$ cat config.mk
export PLATFORM = sky130hd
export DESIGN_NAME = output_stage_limits_config
export DESIGN_NICKNAME = d
export VERILOG_FILES = /design/src/rtl/limits_cfg_pkg.sv /design/src/rtl/output_stage_limits_config.sv
export SDC_FILE = /design/constraint.sdc
export NUM_CORES = 1
export LEC_CHECK = 0
export ABC_AREA = 1
export BUFFER_PORTS_ARGS = -buffer_cell sky130_fd_sc_hd__buf_2
export CORE_ASPECT_RATIO = 1.2
export CORE_MARGIN = 2
export CORE_UTILIZATION = 46
export DETAILED_ROUTE_END_ITERATION = 10
export MAX_ROUTING_LAYER = met4
export PLACE_DENSITY = 0.75
export REMOVE_ABC_BUFFERS = 1
export SLEW_MARGIN = 5
export SYNTH_ARGS = -nofsm -noshare
export SYNTH_HDL_FRONTEND = slang
export SYNTH_SLANG_ARGS = --single-unit
$ cat constraint.sdc
create_clock -name mclk -period 1.32 [get_ports mclk]
set_input_delay 0.264 -clock mclk [delete_from_list [all_inputs] [get_ports mclk]]
set_output_delay 0.264 -clock mclk [all_outputs]
set_load 0.02 [all_outputs]
$ cat src/rtl/limits_cfg_pkg.sv
// Constants for the output-stage and limits configuration registers.
// Function
// Upper nibble selects one to eight drive modules.
// Restart enable chooses stay-off or power-up after shutdown.
// Register reset loads reset flag with one.
// Host writes zero to reset flag afterward.
// Warning field selects 83, 94, 105, 116 C.
// Current field selects 2.9, 3.4, 3.9 A.
// Writing reset request restores all defaults.
package limits_cfg_pkg;
  localparam logic [7:0] DRIVE_STAGE_COUNT_CONFIG_ADDR = 8'h15;
  localparam logic [7:0] LIMITS_AND_RECOVERY_CONFIG_ADDR = 8'h16;
  localparam int STAGE_COUNT_LSB = 4;
  localparam int RESTART_BIT = 0;
  localparam int RESET_FLAG_BIT = 1;
  localparam int RESET_REQUEST_BIT = 2;
  localparam int WARNING_LSB = 4;
  localparam int CURRENT_LSB = 6;
  localparam logic [3:0] STAGE_COUNT_RESET = 4'h7;
  localparam logic [3:0] STAGE_CODE_MAX = 4'h7;
  localparam logic [1:0] WARNING_RESET = 2'h0;
  localparam logic [1:0] CURRENT_RESET = 2'h3;
  localparam logic RESTART_RESET = 1'b0;
  // Thresholds in degrees C and limits in units of 100 mA.
  localparam logic [6:0] WARN_83C = 7'd83;
  localparam logic [6:0] WARN_94C = 7'd94;
  localparam logic [6:0] WARN_105C = 7'd105;
  localparam logic [6:0] WARN_116C = 7'd116;
  localparam logic [5:0] ILIM_2A9 = 6'd29;
  localparam logic [5:0] ILIM_3A4 = 6'd34;
  localparam logic [5:0] ILIM_3A9 = 6'd39;
  typedef enum {POWER_RUN, POWER_OFF, POWER_RESTART} power_state_t;
endpackage

$ cat src/rtl/output_stage_limits_config.sv
// Register bank holding drive-stage count and limits/recovery settings.
`timescale 1ns/100ps
`default_nettype none
module output_stage_limits_config
  import limits_cfg_pkg::*;
(
  // Clock and reset
  input wire logic mclk,
  input wire logic rst,
  // Register access from the two-wire bus engine
  input wire logic reg_wr,
  input wire logic [7:0] reg_addr,
  input wire logic [7:0] reg_wdata,
  output logic [7:0] reg_rdata,
  // Thermal events from the analog monitor
  input wire logic thermal_shutdown,
  // Decoded settings
  output logic [3:0] drive_stage_count,
  output logic [6:0] thermal_warning_level,
  output logic [5:0] inductor_current_limit,
  output logic thermal_restart_enable,
  output logic register_reset_flag,
  output logic power_enable,
  output logic powerup_start
);
  logic [3:0] stage_code_q;
  logic [1:0] warn_code_q;
  logic [1:0] curr_code_q;
  logic restart_q;
  logic flag_q;
  logic force_q;
  logic tsd_s1_q;
  logic tsd_s2_q;
  logic tsd_prev_q;
  logic tsd_rise;
  logic wr_mod;
  logic wr_lim;
  power_state_t pstate_q;

  // Writes to any other address are dropped; the bank has no error response.
  assign wr_mod = reg_wr && reg_addr == DRIVE_STAGE_COUNT_CONFIG_ADDR;
  assign wr_lim = reg_wr && reg_addr == LIMITS_AND_RECOVERY_CONFIG_ADDR;
  // Only the rising edge of shutdown leaves the run state, so a long event counts once.
  assign tsd_rise = tsd_s2_q && !tsd_prev_q;

  // The shutdown flag comes from the analog side, so it is synchronised first.
  always_ff @(posedge mclk) begin
    if (rst) begin
      tsd_s1_q <= 1'b0;
      tsd_s2_q <= 1'b0;
      tsd_prev_q <= 1'b0;
    end else begin
      tsd_s1_q <= thermal_shutdown;
      tsd_s2_q <= tsd_s1_q;
      tsd_prev_q <= tsd_s2_q;
    end
  end

  // A forced reset takes effect one cycle after the write, so the request bit
  // reads 1 for that single cycle and then returns to its default.
  always_ff @(posedge mclk) begin
    if (rst || force_q) begin
      stage_code_q <= STAGE_COUNT_RESET;
      warn_code_q <= WARNING_RESET;
      curr_code_q <= CURRENT_RESET;
      restart_q <= RESTART_RESET;
      flag_q <= 1'b1;
      force_q <= 1'b0;
    end else begin
      if (wr_mod) begin
        stage_code_q <= reg_wdata[STAGE_COUNT_LSB +: 4];
      end
      if (wr_lim) begin
        curr_code_q <= reg_wdata[CURRENT_LSB +: 2];
        warn_code_q <= reg_wdata[WARNING_LSB +: 2];
        restart_q <= reg_wdata[RESTART_BIT];
        flag_q <= reg_wdata[RESET_FLAG_BIT];
        force_q <= reg_wdata[RESET_REQUEST_BIT];
      end
    end
  end

  // Restart keeps the programmed values; only a register reset clears them.
  always_ff @(posedge mclk) begin
    if (rst) begin
      pstate_q <= POWER_RUN;
    end else begin
      case (pstate_q)
        POWER_RUN: begin
          if (tsd_rise) begin
            pstate_q <= restart_q ? POWER_RESTART : POWER_OFF;
          end
        end
        POWER_RESTART: begin
          if (!tsd_s2_q) begin
            pstate_q <= POWER_RUN;
          end
        end
        POWER_OFF: pstate_q <= POWER_OFF;
        default: pstate_q <= POWER_RUN;
      endcase
    end
  end

  assign power_enable = pstate_q == POWER_RUN;
  assign powerup_start = pstate_q == POWER_RESTART && !tsd_s2_q;

  // Codes above seven saturate at eight modules instead of wrapping to fewer.
  always_comb begin
    if (stage_code_q >= STAGE_CODE_MAX) begin
      drive_stage_count = 4'h8;
    end else begin
      drive_stage_count = stage_code_q + 4'h1;
    end
    case (warn_code_q)
      2'h0: thermal_warning_level = WARN_83C;
      2'h1: thermal_warning_level = WARN_94C;
      2'h2: thermal_warning_level = WARN_105C;
      default: thermal_warning_level = WARN_116C;
    endcase
    case (curr_code_q)
      2'h2: inductor_current_limit = ILIM_3A4;
      2'h3: inductor_current_limit = ILIM_3A9;
      default: inductor_current_limit = ILIM_2A9;
    endcase
  end

  assign thermal_restart_enable = restart_q;
  assign register_reset_flag = flag_q;

  // Spare bits and unmapped addresses read as zero; reads need no strobe.
  always_comb begin
    case (reg_addr)
      DRIVE_STAGE_COUNT_CONFIG_ADDR: reg_rdata = {stage_code_q, 4'h0};
      LIMITS_AND_RECOVERY_CONFIG_ADDR:
        reg_rdata = {curr_code_q, warn_code_q, 1'b0, force_q, flag_q, restart_q};
      default: reg_rdata = 8'h00;
    endcase
  end

  property p_force_reset;
    @(posedge mclk) disable iff (rst)
      wr_lim && reg_wdata[RESET_REQUEST_BIT] && !force_q
        |-> ##2 flag_q && stage_code_q == STAGE_COUNT_RESET;
  endproperty
  a_force_reset: assert property (p_force_reset) else $error("forced reset failed");
  property p_flag_clear;
    @(posedge mclk) disable iff (rst)
      wr_lim && !reg_wdata[RESET_FLAG_BIT] && !reg_wdata[RESET_REQUEST_BIT] && !force_q
        |=> !flag_q;
  endproperty
  a_flag_clear: assert property (p_flag_clear) else $error("flag not cleared");
  property p_flag_set;
    @(posedge mclk) force_q |=> flag_q && restart_q == RESTART_RESET;
  endproperty
  a_flag_set: assert property (p_flag_set) else $error("flag not set by reset");
  property p_stages;
    @(posedge mclk) disable iff (rst)
      stage_code_q < STAGE_CODE_MAX |-> drive_stage_count == stage_code_q + 4'h1;
  endproperty
  a_stages: assert property (p_stages) else $error("stage count wrong");
  property p_stage_sat;
    @(posedge mclk) stage_code_q >= STAGE_CODE_MAX |-> drive_stage_count == 4'h8;
  endproperty
  a_stage_sat: assert property (p_stage_sat) else $error("stage count not saturated");
  property p_stay_off;
    @(posedge mclk) disable iff (rst)
      pstate_q == POWER_RUN && tsd_rise && !restart_q |=> !power_enable [*4];
  endproperty
  a_stay_off: assert property (p_stay_off) else $error("restarted while disarmed");
  property p_thermal_restart_enable;
    @(posedge mclk) disable iff (rst)
      pstate_q == POWER_RESTART && !tsd_s2_q |-> powerup_start ##1 power_enable;
  endproperty
  a_thermal_restart_enable: assert property (p_thermal_restart_enable) else $error("no power-up after shutdown");
  property p_warn;
    @(posedge mclk) warn_code_q == 2'h2 |-> thermal_warning_level == WARN_105C;
  endproperty
  a_warn: assert property (p_warn) else $error("warning level wrong");
  property p_curr;
    @(posedge mclk) curr_code_q == 2'h1 |-> inductor_current_limit == ILIM_2A9;
  endproperty
  a_curr: assert property (p_curr) else $error("current limit wrong");
  // Every code of both decoded fields is pinned down, not just one sample of each.
  property p_warn_83;
    @(posedge mclk) warn_code_q == 2'h0 |-> thermal_warning_level == WARN_83C;
  endproperty
  a_warn_83: assert property (p_warn_83) else $error("warning level wrong");
  property p_warn_94;
    @(posedge mclk) warn_code_q == 2'h1 |-> thermal_warning_level == WARN_94C;
  endproperty
  a_warn_94: assert property (p_warn_94) else $error("warning level wrong");
  property p_warn_116;
    @(posedge mclk) warn_code_q == 2'h3 |-> thermal_warning_level == WARN_116C;
  endproperty
  a_warn_116: assert property (p_warn_116) else $error("warning level wrong");
  property p_curr_low;
    @(posedge mclk) curr_code_q == 2'h0 |-> inductor_current_limit == ILIM_2A9;
  endproperty
  a_curr_low: assert property (p_curr_low) else $error("current limit wrong");
  property p_curr_mid;
    @(posedge mclk) curr_code_q == 2'h2 |-> inductor_current_limit == ILIM_3A4;
  endproperty
  a_curr_mid: assert property (p_curr_mid) else $error("current limit wrong");
  property p_curr_high;
    @(posedge mclk) curr_code_q == 2'h3 |-> inductor_current_limit == ILIM_3A9;
  endproperty
  a_curr_high: assert property (p_curr_high) else $error("current limit wrong");
  // A thermal event must not touch the programmed settings; only a write or reset may.
  property p_keep_settings;
    @(posedge mclk) disable iff (rst)
      pstate_q != POWER_RUN && !wr_mod && !wr_lim && !force_q
        |=> $stable(stage_code_q) && $stable(curr_code_q) && $stable(restart_q);
  endproperty
  a_keep_settings: assert property (p_keep_settings) else $error("settings lost");
  // A register reset, from the pin or from the request bit, always raises the flag.
  property p_reset_flag;
    @(posedge mclk) rst |=> flag_q && !force_q && stage_code_q == STAGE_COUNT_RESET;
  endproperty
  a_reset_flag: assert property (p_reset_flag) else $error("reset did not load defaults");
  property p_request_pulse;
    @(posedge mclk) disable iff (rst)
      wr_lim && reg_wdata[RESET_REQUEST_BIT] && !force_q |=> force_q ##1 !force_q;
  endproperty
  a_request_pulse: assert property (p_request_pulse) else $error("request stuck");
  c_force: cover property (@(posedge mclk) wr_lim && reg_wdata[RESET_REQUEST_BIT]);
  c_restart: cover property (@(posedge mclk) powerup_start);
  c_off: cover property (@(posedge mclk) pstate_q == POWER_OFF);
  c_flag_clear: cover property (@(posedge mclk) wr_lim && !reg_wdata[RESET_FLAG_BIT]);
  c_stage_sat: cover property (@(posedge mclk) stage_code_q > STAGE_CODE_MAX);
endmodule
`default_nettype wire

==> results.cfg <==
[run_status]
status = complete, but fails checks
violations = setup timing

[placed_design]
io_buffers = 45
gp_congestion = 0.822
hpwl_um = 1860
place_inst = 226

[synth]
syn_avg_cell_area_um2 = 6.94
yosys_warnings = 0
synth_seq_cells = 16
netlist.top_cell.by_area = dfxtp_1
synthCells = 151
seq_area_frac_synth_pct = 30.5
yosysTopAreaCellShare_pct = 30.5
yosysUniqueCellTypes = 23
synthTopCellsByArea = dfxtp_1 (31%), inv_1 (12%), nand2_1 (8.2%), ha_1 (7.2%), nand4_1 (6.6%)
synth.cell_area_um2 = 1050

[critical_path]
critPathBufInv = 2
r2r_start = force_q
crit_cells = 5
worst_path_largest_cell_delay_ns = 0.35
crit_family = flip-flops
start_kind = flop
cp_data_required_time_ns = 1.06
r2r_slack_ns = 0.42
path_cells = ha_4 > a21oi_4 > inv_2 > nor2_2 > buf_6
cp.arrival_ns = 1.25
r2r_end = force_q
ff2ff_path_depth = 4
cp-end-kind = primary output
cp_slowest_cell = dfxtp_2
cp_max_fo = 3
setup.worst_path.class = reg -> out

[timing]
fin_crit_ns = 1.52
fmax_mhz = 659
slew_viol_final = 0
fin_crit_sh_pct = 115
fin_ws_ns = -0.198
rsz0062_at_grt = yes
setup_violations = 12
finalClockSkew_ns = 0.0117
final.setup.tns_ns = -1.65
final_hold_viol_count = 0

[floorplanning]
die_h_um = 56.3
io_pins = 49
core_um2 = 2120
start_util_pct = 49.5
rows = 18
die_w_um = 47.6
die_area_um2 = 2680

[min_path]
min_from = thermal_shutdown
hp-class = in -> reg
worstHoldEndpoint = tsd_s1_q
whs_path_depth = 3

[routing]
drc = 0
totalWireLength_um = 2960
vias_per_cell = 4.83
vias = 1140
drt_iter0_markers = 10
routedWlPerCell_um = 12.5
drtPass1Iterations = 4
final_antenna_net_count = 0

[power]
ir_worst_vdd_uv = 749
power_density_nw_per_um2 = 563
total_power_mw = 0.963
leakage_nw = 0.894

[global_routing]
grt_pass1_vias = 1057
track_usage_pct = 23.7
grt_max_degree = 13
grt_pass1_wl_um = 4540
antenna_found_initial = 0
grt-ovfl-total = 0

[cts]
clk_latency_ns = 0.30
numCtsBuffers = 3
clk_pin_slew_ns = 0.10
cts_buffer_depth = 2
cts.sinks = 16
cts_tree = built
cts-root-buf = clkbuf_4
htreeDepth = 1

[final_layout]
fin_util_pct = 80.8
diodes = 0
layout-drive-gt1-share_pct = 56.8
layout.nets = 233
area_growth_pct = 63.1
final_cells = 236

[flow_run]
cap_viol_max_count = 0
layer usage:
layer | share of wire, % | routed length (µm) | global-route usage, % | up-vias
li1 | - | - | - | 570
met1 | 36 | 1080 | 24.6 | 519
met2 | 57 | 1690 | 43.8 | 42
met3 | 4.2 | 125 | 1.93 | 9
met4 | 2.2 | 65 | 7.72 | 0
met5 | 0 | 0 | - | -
tightest hold or removal path: stages:
cell	delay, ns
buf_2	0.09
inv_1	0.04
nor2_1	0.03
repair_timing:
action / in CTS / in global routing
hold buffers: 0 / 0
pin swaps: 13 / 4
gates resized for setup: 70 / 23
setup endpoints to repair: 14 / 16
buffers inserted: 4 / 2
kinds of logic (layout without fill, tap and decap cells):
family	Yosys count	in the layout	share of synthesized area [%]
and+or+nand+nor	74	74	38.9
buffers and inverters	45	100	18.7
DFF	16	16	30.5
AOI/OAI and AO/OA	8	8	3.94
adders and majority gates	6	6	7.16
other	2	2	0.716
per-stage QoR:
| step | setup slack (ns) | hold slack, ns | area, µm² |
|---|---|---|---|
| after floorplan | -0.285 | 0.333 | 987 |
| after global placement | -0.0295 | 0.390 | 1330 |
| after detailed placement | -0.0511 | 0.413 | 1330 |
| after CTS | -0.191 | 0.171 | 1620 |
| after global routing | -0.238 | 0.169 | 1710 |
| final | -0.198 | 0.172 | 1710 |
flip-flops by register name (all words and copies together), names as in the netlist:
register and flops:
tsd_s1_q 1, curr_code_q 2, tsd_prev_q 1, tsd_s2_q 1, thermal_restart_enable 1, register_reset_flag 1
pstate_q 2, stage_code_q 4, warn_code_q 2, force_q 1
final cells by class:
| class | instances | area [µm²] |
|---|---|---|
| Inverter | 36 | 153 |
| Timing Repair Buffer | 60 | 448 |
| Clock buffer | 4 | 36.3 |
| Sequential cell | 16 | 338 |
| Fill cell | 149 | 407 |
| Multi-Input combinational cell | 90 | 698 |
| Tap cell | 30 | 37.5 |
worst max path at each step:
stage                      endpoint  slack, ns             from
3_3_place_gp           reg_rdata[7]      -0.03      reg_addr[0]
3_5_place_dp           reg_rdata[7]      -0.05      reg_addr[0]
4_1_cts        drive_stage_count[2]      -0.19  stage_code_q[0]
2_1_floorplan          reg_rdata[7]      -0.28   curr_code_q[1]
6_report       drive_stage_count[2]      -0.20  stage_code_q[0]
5_1_grt        drive_stage_count[2]      -0.24  stage_code_q[0]
layout by cell type, fill, tap and decap left out, types with 2 or more instances in the layout:
master,count
dfxtp_1,6
ha_4,6
nor2_1,14
buf_4,13
buf_6,16
nand2_1,18
nor2_8,2
conb_1,2
buf_2,30
nand2_4,6
clkbuf_4,3
nand3_1,10
nand2_2,4
dfxtp_4,2
dfxtp_2,8
nor2_2,3
inv_6,2
a21oi_1,2
inv_1,24
inv_4,3
nand3_4,2
nand4_1,11
inv_2,7
synth_stat cells (all sizes together):
cell,number
inv,36
nor3,1
nand4,11
a21oi,4
buf,7
nand3,13
nand2,28
conb,2
clkbuf,2
o22ai,1
nor4,1
dfxtp,16
ha,6
nor2,20
o21ai,3
power by group:
group | internal [mW] | total, mW | switching [mW] | leakage [nW]
clock | 0.168 | 0.334 | 0.166 | 0.0210
sequential | 0.485 | 0.489 | 0.00491 | 0.131
combinational | 0.0568 | 0.140 | 0.0830 | 0.742
total | 0.710 | 0.963 | 0.254 | 0.894
Power figures use the tool's default switching activity.
